==> config.mk <==
export PLATFORM = sky130hd
export DESIGN_NAME = fcps_host
export DESIGN_NICKNAME = d
export VERILOG_FILES = /design/src/design/fcps_pkg.sv /design/src/design/fcps_host.sv
export VERILOG_INCLUDE_DIRS = /design/src /design/src/design
export SDC_FILE = /design/constraint.sdc
export NUM_CORES = 1
export LEC_CHECK = 0
export BUFFER_PORTS_ARGS = -buffer_cell sky130_fd_sc_hd__buf_2
export CORE_MARGIN = 2
export CORE_UTILIZATION = 36
export CTS_CLUSTER_SIZE = 12
export DETAILED_ROUTE_END_ITERATION = 8
export RECOVER_POWER = 25
export SLEW_MARGIN = 10
export SYNTH_ARGS = -nofsm -noshare
export SYNTH_HDL_FRONTEND = slang
export SYNTH_SLANG_ARGS = --single-unit
==> constraint.sdc <==
create_clock -name clk -period 4.2 [get_ports clk]
set_input_delay 0.21 -clock clk [delete_from_list [all_inputs] [get_ports clk]]
set_output_delay 0.21 -clock clk [all_outputs]
set_load 0.01 [all_outputs]
==> src/design/fcps_cfg.svh <==
// constants for the flash command and poll host controller
`ifndef FCPS_CFG_SVH
`define FCPS_CFG_SVH
`define FCPS_ADDR_W 19
`define FCPS_DATA_W 16
`define FCPS_UL1_WORD 19'h00555
`define FCPS_UL2_WORD 19'h002AA
`define FCPS_UL1_BYTE 19'h00AAA
`define FCPS_UL2_BYTE 19'h00555
`define FCPS_D_AA 8'hAA
`define FCPS_D_55 8'h55
`define FCPS_D_A0 8'hA0
`define FCPS_D_20 8'h20
`define FCPS_D_90 8'h90
`define FCPS_D_00 8'h00
`define FCPS_D_80 8'h80
`define FCPS_D_10 8'h10
`define FCPS_D_30 8'h30
`define FCPS_D_B0 8'hB0
`define FCPS_D_F0 8'hF0
`define FCPS_BANK_LSB 16
`define FCPS_POLL_BIT 7
`define FCPS_TOGGLE_BIT 6
`define FCPS_TIMEOUT_BIT 5
`define FCPS_ID_MAKER_OFS 19'h00000
`define FCPS_ID_DEV_WORD 19'h00001
`define FCPS_ID_DEV_BYTE 19'h00002
`define FCPS_PROT_WORD 19'h00002
`define FCPS_PROT_BYTE 19'h00004
`define FCPS_SETUP_CYC 4'h3
`define FCPS_STROBE_CYC 4'h8
`define FCPS_HOLD_CYC 4'h3
`endif

==> src/design/fcps_pkg.sv <==
// types for the flash command and poll host controller
package fcps_pkg;
	typedef enum logic [3:0] {
		FCPS_OP_READ = 4'h0,
		FCPS_OP_RESET = 4'h1,
		FCPS_OP_AUTOSEL = 4'h2,
		FCPS_OP_PROGRAM = 4'h3,
		FCPS_OP_BYP_ENTER = 4'h4,
		FCPS_OP_BYP_PROGRAM = 4'h5,
		FCPS_OP_BYP_EXIT = 4'h6,
		FCPS_OP_CHIP_ERASE = 4'h7,
		FCPS_OP_SECTOR_ERASE = 4'h8,
		FCPS_OP_SUSPEND = 4'h9,
		FCPS_OP_RESUME = 4'hA
	} fcps_op_t;
	typedef struct packed {
		fcps_op_t op;
		logic [18:0] addr;
		logic [15:0] data;
		logic poll;
	} fcps_req_t;
	typedef struct packed {
		logic [15:0] rdata;
		logic done;
		logic fail;
	} fcps_rsp_t;
	typedef struct packed {
		logic [18:0] addr;
		logic [15:0] data;
	} fcps_cycle_t;
endpackage : fcps_pkg

==> src/design/fcps_host.sv <==
// host controller issuing command sequences to a parallel nor flash
// How it works
// - every sequence cycle is a write, except array or autoselect reads
// - upper data byte driven zero except in program data cycles; high address bits only for bank/sector
// - plain array read needs no unlock or command cycle
// - single F0 write returns bank to array read
// - program: AA, 55, A0 at unlock address, then data to program_addr
// - bypass entry AA, 55, 20; bypass program A0 then data
// - bypass exit: 90 to bank address, then 00
// - erase: AA 55 80 AA 55 then 10 chip or 30 to sector
// - autoselect: AA 55 90 to bank unlock address, then bank read
// - suspend: one B0 write to bank address
// - resume: one 30 write to suspended bank address
// - after poll_bit matches, one more read gives valid data
// - on timeout flag, poll once more before declaring failure
// - polling uses program address or an erasing sector address
`timescale 1ns/1ps
`include "fcps_cfg.svh"
module fcps_host #(
	parameter int ADDR_W = `FCPS_ADDR_W,
	parameter int DATA_W = `FCPS_DATA_W
) (
	input wire logic clk,
	input wire logic rst,
	input wire logic byte_mode,
	input wire logic req_valid,
	output logic req_ready,
	input wire fcps_pkg::fcps_req_t req,
	output fcps_pkg::fcps_rsp_t rsp,
	output logic [ADDR_W-1:0] flash_addr,
	input wire logic [DATA_W-1:0] flash_dq_in,
	output logic [DATA_W-1:0] flash_dq_out,
	output logic flash_dq_oe,
	output logic flash_chip_select_n,
	output logic flash_write_strobe_n,
	output logic flash_output_enable_n,
	input wire logic ready_busy_n
);
	import fcps_pkg::*;

	typedef enum logic [2:0] {
		FCPS_IDLE = 3'b000,
		FCPS_SETUP = 3'b001,
		FCPS_STROBE = 3'b011,
		FCPS_HOLD = 3'b010,
		FCPS_NEXT = 3'b110,
		FCPS_DONE = 3'b100
	} fcps_state_t;

	fcps_state_t state_r, state_nxt;
	fcps_req_t req_r;
	logic [3:0] cnt_r;
	logic [2:0] step_r;
	logic rd_r;
	logic [1:0] poll_phase_r;
	logic to_seen_r;
	fcps_cycle_t cyc;
	logic [2:0] n_cyc;
	logic [2:0] n_wr;
	logic [ADDR_W-1:0] ul1, ul2, bank_ul1, bank_base;
	logic [7:0] cmd;
	logic last_step, is_read, cnt_end, poll_done;
	logic [15:0] rdata_r;
	logic done_r, fail_r;

	// unlock addresses per bus width
	assign ul1 = byte_mode ? `FCPS_UL1_BYTE : `FCPS_UL1_WORD;
	assign ul2 = byte_mode ? `FCPS_UL2_BYTE : `FCPS_UL2_WORD;
	// bank bits kept, other high bits zero
	assign bank_base = {req_r.addr[ADDR_W-1:`FCPS_BANK_LSB],
		{`FCPS_BANK_LSB{1'b0}}};
	assign bank_ul1 = bank_base | ul1;

	// write count and total cycles per operation
	always_comb begin
		n_wr = 3'd1;
		case (req_r.op)
		FCPS_OP_READ: n_wr = 3'd0;
		FCPS_OP_RESET: n_wr = 3'd1;
		FCPS_OP_AUTOSEL: n_wr = 3'd3;
		FCPS_OP_PROGRAM: n_wr = 3'd4;
		FCPS_OP_BYP_ENTER: n_wr = 3'd3;
		FCPS_OP_BYP_PROGRAM: n_wr = 3'd2;
		FCPS_OP_BYP_EXIT: n_wr = 3'd2;
		FCPS_OP_CHIP_ERASE: n_wr = 3'd6;
		FCPS_OP_SECTOR_ERASE: n_wr = 3'd6;
		default: n_wr = 3'd1;
		endcase
	end
	// autoselect and read finish with one read cycle
	assign n_cyc = (req_r.op == FCPS_OP_READ || req_r.op == FCPS_OP_AUTOSEL)
		? n_wr + 3'd1 : n_wr;

	// address and command of the current write step
	always_comb begin
		cyc.addr = ul1;
		cmd = `FCPS_D_AA;
		case (req_r.op)
		FCPS_OP_RESET: begin
			cyc.addr = '0;
			cmd = `FCPS_D_F0;
		end
		FCPS_OP_BYP_PROGRAM: begin
			cyc.addr = '0;
			cmd = `FCPS_D_A0;
		end
		FCPS_OP_BYP_EXIT: begin
			cyc.addr = (step_r == 3'd0) ? bank_base : '0;
			cmd = (step_r == 3'd0) ? `FCPS_D_90 : `FCPS_D_00;
		end
		FCPS_OP_SUSPEND: begin
			cyc.addr = bank_base;
			cmd = `FCPS_D_B0;
		end
		FCPS_OP_RESUME: begin
			cyc.addr = bank_base;
			cmd = `FCPS_D_30;
		end
		default: begin
			case (step_r)
			3'd0, 3'd3: begin
				cyc.addr = ul1;
				cmd = `FCPS_D_AA;
			end
			3'd1, 3'd4: begin
				cyc.addr = ul2;
				cmd = `FCPS_D_55;
			end
			3'd2: begin
				cyc.addr = (req_r.op == FCPS_OP_AUTOSEL) ? bank_ul1 : ul1;
				cmd = (req_r.op == FCPS_OP_AUTOSEL) ? `FCPS_D_90 :
					(req_r.op == FCPS_OP_PROGRAM) ? `FCPS_D_A0 :
					(req_r.op == FCPS_OP_BYP_ENTER) ? `FCPS_D_20 :
					`FCPS_D_80;
			end
			default: begin
				cyc.addr = (req_r.op == FCPS_OP_SECTOR_ERASE) ?
					req_r.addr : ul1;
				cmd = (req_r.op == FCPS_OP_SECTOR_ERASE) ? `FCPS_D_30 :
					`FCPS_D_10;
			end
			endcase
		end
		endcase
		cyc.data = {8'h00, cmd};
		// final data cycle of a program carries full data
		if ((req_r.op == FCPS_OP_PROGRAM && step_r == 3'd3) ||
			(req_r.op == FCPS_OP_BYP_PROGRAM && step_r == 3'd1)) begin
			cyc.addr = req_r.addr;
			cyc.data = req_r.data;
		end
	end

	assign is_read = rd_r || (step_r >= n_wr);
	assign last_step = (step_r + 3'd1 >= n_cyc);
	assign cnt_end = (state_r == FCPS_SETUP && cnt_r == `FCPS_SETUP_CYC) ||
		(state_r == FCPS_STROBE && cnt_r == `FCPS_STROBE_CYC) ||
		(state_r == FCPS_HOLD && cnt_r == `FCPS_HOLD_CYC);
	// program done when poll bit matches written bit 7, erase when 1
	assign poll_done = (req_r.op == FCPS_OP_PROGRAM ||
		req_r.op == FCPS_OP_BYP_PROGRAM) ?
		(flash_dq_in[`FCPS_POLL_BIT] == req_r.data[`FCPS_POLL_BIT]) :
		flash_dq_in[`FCPS_POLL_BIT];
	assign req_ready = (state_r == FCPS_IDLE);

	always_comb begin
		state_nxt = state_r;
		case (state_r)
		FCPS_IDLE: if (req_valid) state_nxt = FCPS_SETUP;
		FCPS_SETUP: if (cnt_end) state_nxt = FCPS_STROBE;
		FCPS_STROBE: if (cnt_end) state_nxt = FCPS_HOLD;
		FCPS_HOLD: if (cnt_end) state_nxt = FCPS_NEXT;
		FCPS_NEXT: state_nxt = FCPS_SETUP;
		FCPS_DONE: state_nxt = FCPS_IDLE;
		default: state_nxt = FCPS_IDLE;
		endcase
	end

	always_ff @(posedge clk) begin
		if (rst) state_r <= FCPS_IDLE;
		else if (state_r == FCPS_NEXT && last_step && (!req_r.poll ||
			poll_phase_r == 2'd3 || (rd_r && fail_r)))
			state_r <= FCPS_DONE;
		else state_r <= state_nxt;
	end

	always_ff @(posedge clk) begin
		if (rst || state_r == FCPS_IDLE || state_r == FCPS_NEXT) cnt_r <= 4'h0;
		else if (cnt_end) cnt_r <= 4'h0;
		else cnt_r <= cnt_r + 4'h1;
	end

	// step, polling phases and capture of returned data
	always_ff @(posedge clk) begin
		if (rst) begin
			req_r <= '0;
			step_r <= 3'd0;
			rd_r <= 1'b0;
			poll_phase_r <= 2'd0;
			to_seen_r <= 1'b0;
			rdata_r <= '0;
			done_r <= 1'b0;
			fail_r <= 1'b0;
		end else begin
			done_r <= (state_r == FCPS_DONE);
			if (state_r == FCPS_IDLE && req_valid) begin
				req_r <= req;
				step_r <= 3'd0;
				rd_r <= 1'b0;
				poll_phase_r <= 2'd0;
				to_seen_r <= 1'b0;
				fail_r <= 1'b0;
			// sample on the last output-enable cycle, before release
			end else if (state_r == FCPS_STROBE && cnt_end && is_read && !rd_r)
				rdata_r <= flash_dq_in;
			else if (state_r == FCPS_STROBE && cnt_end && rd_r) begin
				// polling reads at the request address
				if (poll_phase_r == 2'd1 && poll_done)
					poll_phase_r <= 2'd2;
				else if (poll_phase_r == 2'd2) poll_phase_r <= 2'd3;
				else if (to_seen_r) fail_r <= 1'b1;
				else if (flash_dq_in[`FCPS_TIMEOUT_BIT])
					to_seen_r <= 1'b1;
				rdata_r <= flash_dq_in;
			end else if (state_r == FCPS_NEXT && !last_step)
				step_r <= step_r + 3'd1;
			else if (state_r == FCPS_NEXT && req_r.poll && !rd_r) begin
				rd_r <= 1'b1;
				poll_phase_r <= 2'd1;
			end
		end
	end

	// polling address, final read address or sequence address
	always_ff @(posedge clk) begin
		if (rst) begin
			flash_addr <= '0;
			flash_dq_out <= '0;
			flash_dq_oe <= 1'b0;
		end else begin
			flash_addr <= is_read ? req_r.addr : cyc.addr;
			flash_dq_out <= cyc.data;
			flash_dq_oe <= !is_read && state_r != FCPS_IDLE &&
				state_r != FCPS_DONE;
		end
	end

	assign flash_chip_select_n = !(state_r == FCPS_SETUP ||
		state_r == FCPS_STROBE || state_r == FCPS_HOLD);
	assign flash_write_strobe_n = !(state_r == FCPS_STROBE && !is_read);
	assign flash_output_enable_n = !(state_r == FCPS_STROBE && is_read);
	assign rsp.rdata = rdata_r;
	assign rsp.done = done_r;
	assign rsp.fail = fail_r;
endmodule : fcps_host

==> parameters.txt, run 1 <==
Parameter                              Value

Status
  Status ... complete, no violations

Routing
  Total number of vias ... roughly 4,000
  Routed wire length ... 11,100 um
  Iteration-0 DRC count of the detailed router ... 225
  Number of design rule violations left after detail routing ... 0
  Iteration count of the initial detailed-routing pass ... 4
  Wire per inst ... 13.4 um
  Detailed-route vias per instance ... 4.81
  Number of nets still failing antenna checks after routing ... 0

Power and ir drop
  Leakage ... 2.38 nW
  Clk network pwr share ... 0.390
  Switching portion of total power ... 0.254
  Net switching power ... 576 uW
  Logic pwr share ... 0.111
  Reg power frac ... 0.499
  Internal power of the cells ... 1.69 mW
  Peak supply drop ... 0.000212 V
  Power per cell area ... around 400 nW/um2

Worst setup path
  Critical path buffers and inverters ... 0
  Endpoint required time on the critical path ... roughly 4500 ps
  Reg-to-reg setup timing slack ... about 1500 ps
  End of the worst register-to-register path ... state_r[1]$_SDFFE_PP0P_
  Category of the worst setup path capture point ... flop
  Reg-to-reg startpoint ... req_r[36]$_SDFFE_PP0P_
  Highest fanout seen on the critical path ... 17
  Worst Reg2Reg Path Length in Cells ... 9
  Worst path most repeated cell ... a21oi_1
  Delay of the slowest cell on the worst path ... 500 ps
  Launching element type of the critical path ... flop
  Top cell family by delay on the critical path ... compound AO/OA/AOI/OAI gates
  Stages on the worst setup path ... 9
  Critical setup path kind ... reg -> reg
  Slowest library cell on the worst path ... nor3_1
  CP arrival ... 2980 ps
  CP Cell Sequence ... nor3_1, nand2_1, xnor2_1, ha_1, a21o_1, a31oi_1, a21oi_1, a211o_1, a21oi_1
  End point of the critical path ... state_r[1]$_SDFFE_PP0P_
  Crit. Startpoint ... req_r[36]$_SDFFE_PP0P_

Clock tree
  CTS root buf ... clkbuf_16
  Quantity of hold-fixing buffers added after cts ... 0
  Clock buffer count from CTS ... 9
  Buffers from clock root to sink, at most ... 2
  Number of instances resized during post-cts repair ... 0
  Clock H-tree levels ... 3
  Clk slew on worst S/H paths ... 70 ps
  Latest clock arrival within the worst-skew pair ... 360 ps
  Post-CTS Setup Inserts ... 0
  Clock tree from TritonCTS ... built
  Number of sinks handled by clock tree synthesis ... 111

Timing
  Total count of hold-check failures in the final report ... 0
  Maximum clock skew at final layout ... between 10 and 15 ps
  Time the worst path needs with I/O delays and setup ... 2700 ps
  Setup-violating endpoint count in the final report ... 0
  Final count of pins violating max slew ... 0
  Setup WS post-layout ... 1500 ps
  Fin Setup TNS ... 0 ps
  RSZ-0062 raised after global routing ... no
  Headroom to the max-slew limit ... 0.524
  Maximum achievable frequency ... roughly 0.37 GHz
  Worst slew pin tran ... 711 ps
  Period utilisation layout ... 0.643

Cells and area
  Number of fill cells ... 1,310
  Inserted Diodes ... 0
  Fraction of final layout cells sized beyond drive strength 1 ... 0.165
  Area growth syn-to-layout ... 19.9%
  Post-layout net count ... 728
  Area taken by flip-flops and latches ... 2220 um2
  Area of the multi-input gates ... about 2300 um2

Floorplan
  Core Region ... 12,800 um2
  Die area ... 14,100 um2
  Placement Rows ... 41
  Effective utilization at floorplan ... 0.372
  Horizontal die dimension ... 119 um
  Height of the die ... 119 um
  Number of ports placed on the die boundary ... around 120

Synth
  Largest area contributor in the synthesized netlist ... dfxtp_1
  Flop and latch count out of synthesis ... around 110
  Cell types with the largest area share after synthesis ... dfxtp_1, nand2_1, a21oi_1
  Number of enable flip-flop cells after synthesis ... 0
  Ys flop type ... dfxtp_1
  Avg Synthesized Cell Area ... between 8 and 9 um2
  Number of different library cells in the post-synthesis netlist ... 59
  Post-Synthesis Net Count ... 628
  Commonest cells in the netlist ... dfxtp_1, nand2_1, a21oi_1, nor2_1, mux2i_1
  Number of cells produced by synthesis ... 549
  Synth top area share ... 0.467
  Synthesized area ... 4760 um2
  Number of warning messages in the yosys log ... 0
  Register area share after synthesis ... 0.467
  Most instantiated library cell after synthesis ... dfxtp_1
  Post-synth ARST share ... 0

Run
  Max-Cap Viols ... 0

Hold path
  Kind of path behind the tightest hold check ... in -> reg
  Worst hold path startpoint ... flash_dq_in[2]

GRT
  Largest net degree at the start of global routing ... 35
  First-pass GRT wire length ... ~19,000 um
  Via count of the first global-routing pass ... approximately 3,900
  Initial antenna violation count ... 0
  Aggregate global routing overflow ... 0
  Global Route Usage Sum ... 0.161

Place
  Last weighted congestion value of the routability-driven placer ... 0.838
  Port buffer count ... approximately 120
  Placement Setup Slack ... 1490 ps
  Hpwl dp ... roughly 8000 um
[worst min-delay path by stage]
stage | depth (start not counted) | endpoint | slack, ps
3_3_place_gp | 1 | flash_dq_out[14]$_SDFF_PP0_ | 430
5_1_grt | 3 | req_r[25]$_SDFFE_PP0P_ | 80
2_1_floorplan | 2 | bank_base[16]$_SDFFE_PP0P_ | 350
4_1_cts | 3 | rdata_r[2]$_SDFFE_PP0P_ | 70
3_5_place_dp | 1 | flash_dq_out[12]$_SDFF_PP0_ | 440
6_report | 3 | rdata_r[2]$_SDFFE_PP0P_ | 80
[power by group through the flow]
stage / combinational (mW) / clock [mW] / sequential [mW]
3_3_place_gp: 0.255 / 0 / 1.15
6_report: 0.252 / 0.883 / 1.13
3_5_place_dp: 0.261 / 0 / 1.15
5_1_grt: 0.285 / 0.962 / 1.14
4_1_cts: 0.262 / 0.913 / 1.13
2_1_floorplan: 0.160 / 0 / 1.15
[logic make-up (layout without fill, tap and decap cells)]
| family | count (synthesis) | after routing | share of synthesized area |
|---|---|---|---|
| XOR/XNOR | 8 | 8 | 0.0147 |
| multiplexers | 22 | 22 | 0.0466 |
| adder cells (fa/ha/maj) | 18 | 18 | 0.0474 |
| buffers and inverters | 49 | 154 | 0.0468 |
| AND/OR/NAND/NOR | 214 | 214 | 0.212 |
| flip-flops | 111 | 111 | 0.467 |
| AO/OA/AOI/OAI | 127 | 127 | 0.165 |
[flip-flops by register name (all words and copies together) (netlist names), 2 cells and up]
| signal | flops |
|---|---|
| state_r | 3 |
| bank_base | 3 |
| n_wr | 3 |
| rdata_r | 16 |
| cnt_r | 4 |
| flash_dq_out | 16 |
| req_r | 37 |
| step_r | 3 |
| poll_phase_r | 2 |
| flash_addr | 19 |
[worst reg2reg max path: cells and delay by family (launching register included)]
family          cells  cell delay, ps
fa+ha+maj           1             290
xor+xnor            1             150
compound gates      5            1100
flops               1             460
simple gates        2             630
[metrics by stage]
stage | cell area, um2 | power, mW | std cells | hold slack (ps) | util
final | 5700 | 2.27 | 826 | 83.2 | 0.447
after detailed placement | 5440 | 1.42 | 810 | 437 | 0.426
after global routing | 5700 | 2.38 | 826 | 77.4 | 0.447
after global placement | 5440 | 1.41 | 810 | 434 | 0.426
after CTS | 5760 | 2.30 | 826 | 74.2 | 0.451
after floorplan | 4760 | 1.31 | 549 | 346 | -
[final cells by class]
cell class | count | share of cell area
Multi-Input combinational cell | 389 | 0.407
Sequential cell | 111 | 0.390
Tap cell | 172 | 0.0377
Inverter | 16 | 0.0105
Timing Repair Buffer | 122 | 0.100
Clock buffer | 10 | 0.0419
Clock inverter | 6 | 0.0134
[layer usage]
metal  GRT usage  part of all wire  vias to the layer above
li1            -                 -                     2056
met1       0.199              0.45                     1816
met2       0.267              0.49                       97
met3      0.0508             0.054                        6
met4      0.0476            0.0073                        0
met5           0                 0                        -
[placed cells by master, fill, tap and decap left out, types with 8 or more instances in the layout]
cell / instances
dfxtp_1: 111
nand2_1: 102
buf_2: 76
a21oi_1: 70
nor2_1: 44
clkbuf_1: 41
mux2i_1: 21
ha_1: 18
inv_1: 16
and2_1: 16
nand2b_1: 13
o21ai_0: 10
o21a_1: 10
clkbuf_16: 9
nor2b_1: 8
No activity file was read; power rests on OpenSTA's default activity.
==> inputs of run 2 (changes only) <==
- clock period: 4.2 -> 2.45 ns (I/O delays scaled with it)
==> run 2 against run 1 <==
  * Cell area up 3.5%
  * First-iteration DRC count up 19%
  * Highest routed layer unchanged
  * Wire length grew 2.0%
  * Hold slack worse by 74 ps
  * Sequential power grew 71%
  * Clock power increased by 57%
  * Global-route usage grew 0.24 points
  * Core utilization increased by 1.6 points
==> parameters.txt, run 2 (same netlist as run 1, synthesis figures left out) <==
Parameter                              Value

Status
  Status ... complete, no violations

Timing
  Final count of pins violating max slew ... 0
  Maximum achievable frequency ... 0.438 GHz
  Headroom to the max-slew limit ... 0.523
  Maximum clock skew at final layout ... 10.2 ps
  Worst slew pin tran ... a little over 700 ps
  Time the worst path needs with I/O delays and setup ... 2280 ps
  Total count of hold-check failures in the final report ... 0
  RSZ-0062 raised after global routing ... no
  Setup-violating endpoint count in the final report ... 0
  Period utilisation layout ... 0.931
  Fin Setup TNS ... 0 ps
  Setup WS post-layout ... around 170 ps

Worst setup path
  Worst Reg2Reg Path Length in Cells ... 9
  End of the worst register-to-register path ... state_r[1]$_SDFFE_PP0P_
  Highest fanout seen on the critical path ... 5
  CP arrival ... 2560 ps
  Category of the worst setup path capture point ... flop
  Reg-to-reg startpoint ... step_r[1]$_SDFFE_PP0P_
  Endpoint required time on the critical path ... 2730 ps
  Crit. Startpoint ... step_r[1]$_SDFFE_PP0P_
  Launching element type of the critical path ... flop
  Critical setup path kind ... reg -> reg
  Reg-to-reg setup timing slack ... 170 ps

Floorplan
  Core Region ... 12,800 um2
  Die area ... approximately 14,000 um2
  Effective utilization at floorplan ... 0.372
  Height of the die ... 119 um
  Horizontal die dimension ... 119 um
  Number of ports placed on the die boundary ... 119
  Placement Rows ... between 40 and 50

Clock tree
  Post-CTS Setup Inserts ... 0
  Clock buffer count from CTS ... 9
  Buffers from clock root to sink, at most ... 2
  Clock H-tree levels ... 3
  CTS root buf ... clkbuf_16
  Clock tree from TritonCTS ... built
  Number of sinks handled by clock tree synthesis ... 111
  Latest clock arrival within the worst-skew pair ... 350 ps
  Clk slew on worst S/H paths ... 80 ps

Cells and area
  Commonest non-fill, non-tap cells in the layout ... dfxtp_1, nand2_1, buf_2
  Number of fill cells ... 1,291
  Inserted Diodes ... 0
  Fraction of final layout cells sized beyond drive strength 1 ... 0.181
  Finished layout cell area ... 5900 um2
  Register containing the most flip-flops in the final layout ... req_r
  Area growth syn-to-layout ... 24.2%
  Post-layout net count ... 753
  Largest registers in the final layout ... req_r: 37 flops, flash_addr: 19 flops
  Flip-flop count of the largest register after layout ... 37
  Most common cell after layout, fill and taps aside ... dfxtp_1
  Fin util ... 0.462

Place
  Hpwl dp ... 8140 um
  Port buffer count ... between 100 and 150
  Placement Setup Slack ... roughly 130 ps
  Last weighted congestion value of the routability-driven placer ... 0.831
  Instance area at placement ... 5550 um2

Power and ir drop
  Leakage ... 2.49 nW
  Power per cell area ... 644 nW/um2
  Overall power consumption ... 3.80 mW
  Peak supply drop ... 0.000354 V

Hold path
  Hold Path End ... req_r[4]$_SDFFE_PP0P_
  Worst hold path startpoint ... req[4]
  Worst Hold Depth ... 3
  Kind of path behind the tightest hold check ... in -> reg

Routing
  Routed wire length ... 11,300 um
  Number of design rule violations left after detail routing ... 0
  Total number of vias ... 4,131
  Iteration-0 DRC count of the detailed router ... 268
  Detailed-route vias per instance ... just under 5
  Number of nets still failing antenna checks after routing ... 0
  Iteration count of the initial detailed-routing pass ... 4
  Wire per inst ... about 13 um

GRT
  Initial antenna violation count ... 0
  Aggregate global routing overflow ... 0
  First-pass GRT wire length ... 18,900 um
  Global Route Usage Sum ... 0.163
  Via count of the first global-routing pass ... 3,969
  Largest net degree at the start of global routing ... 52

Run
  Max-Cap Viols ... 0
run 2: cell count changes in the layout (fill, tap and decap cells not counted), sizes merged:
cell         change
buf             +13
clkinv           +2
clkinvlp         -1
dlygate4sd3     +11
inv              -1
bufinv           -1
clkbuf           +2
run 2: final cells by class:
type                            count  area (um2)  share of cell area
Multi-Input combinational cell    389        2340               0.396
Sequential cell                   111        2220               0.376
Timing Repair Buffer              147         786               0.133
Clock buffer                       11         243              0.0411
Tap cell                          172         215              0.0364
Inverter                           16        60.1              0.0102
Clock inverter                      5        41.3             0.00699
run 2: timing repair:
action                                  CTS  global route
resized for setup                         0             3
hold buffers                             11             0
hold endpoints to repair                 11             0
endpoints found under the setup margin    0             6
run 2: per-stage QoR:
| stage | hold WS (ps) | std cells |
|---|---|---|
| after floorplan | 258 | 549 |
| after global placement | 353 | 824 |
| after detailed placement | 361 | 824 |
| after CTS | 1.61 | 851 |
| after global routing | 3.87 | 851 |
| final | 9.52 | 851 |
run 2: layer usage:
layer / up-vias / wire, um / global-route usage
met5: - / 0 / 0
met4: 0 / 215 / 0.0588
met3: 17 / 592 / 0.0426
met2: 108 / 5400 / 0.265
met1: 1902 / 5090 / 0.209
li1: 2104 / - / -
run 2: worst max-delay path by stage:
stage | slack, ps | end
2_1_floorplan | 30 | state_r[1]$_SDFFE_PP0P_
3_3_place_gp | 180 | state_r[1]$_SDFFE_PP0P_
3_5_place_dp | 130 | state_r[1]$_SDFFE_PP0P_
4_1_cts | 120 | state_r[1]$_SDFFE_PP0P_
5_1_grt | 3 | flash_addr[17]$_SDFF_PP0_
6_report | 170 | state_r[1]$_SDFFE_PP0P_
run 2: where the power goes:
part	switching, mW	total [mW]	internal [mW]
Sequential	0.0386	1.93	1.89
Clock	0.663	1.39	0.727
Combinational	0.280	0.487	0.207
Total	0.981	3.80	2.82
run 2: worst max-delay path, cell delays in order, from the launching register on:
cell     delay, ps
dfxtp_1        370
ha_1           200
ha_1           270
inv_1           50
ha_1           320
a21o_1         200
a31oi_2        250
a21oi_1        120
a211o_1        310
a21oi_1        130
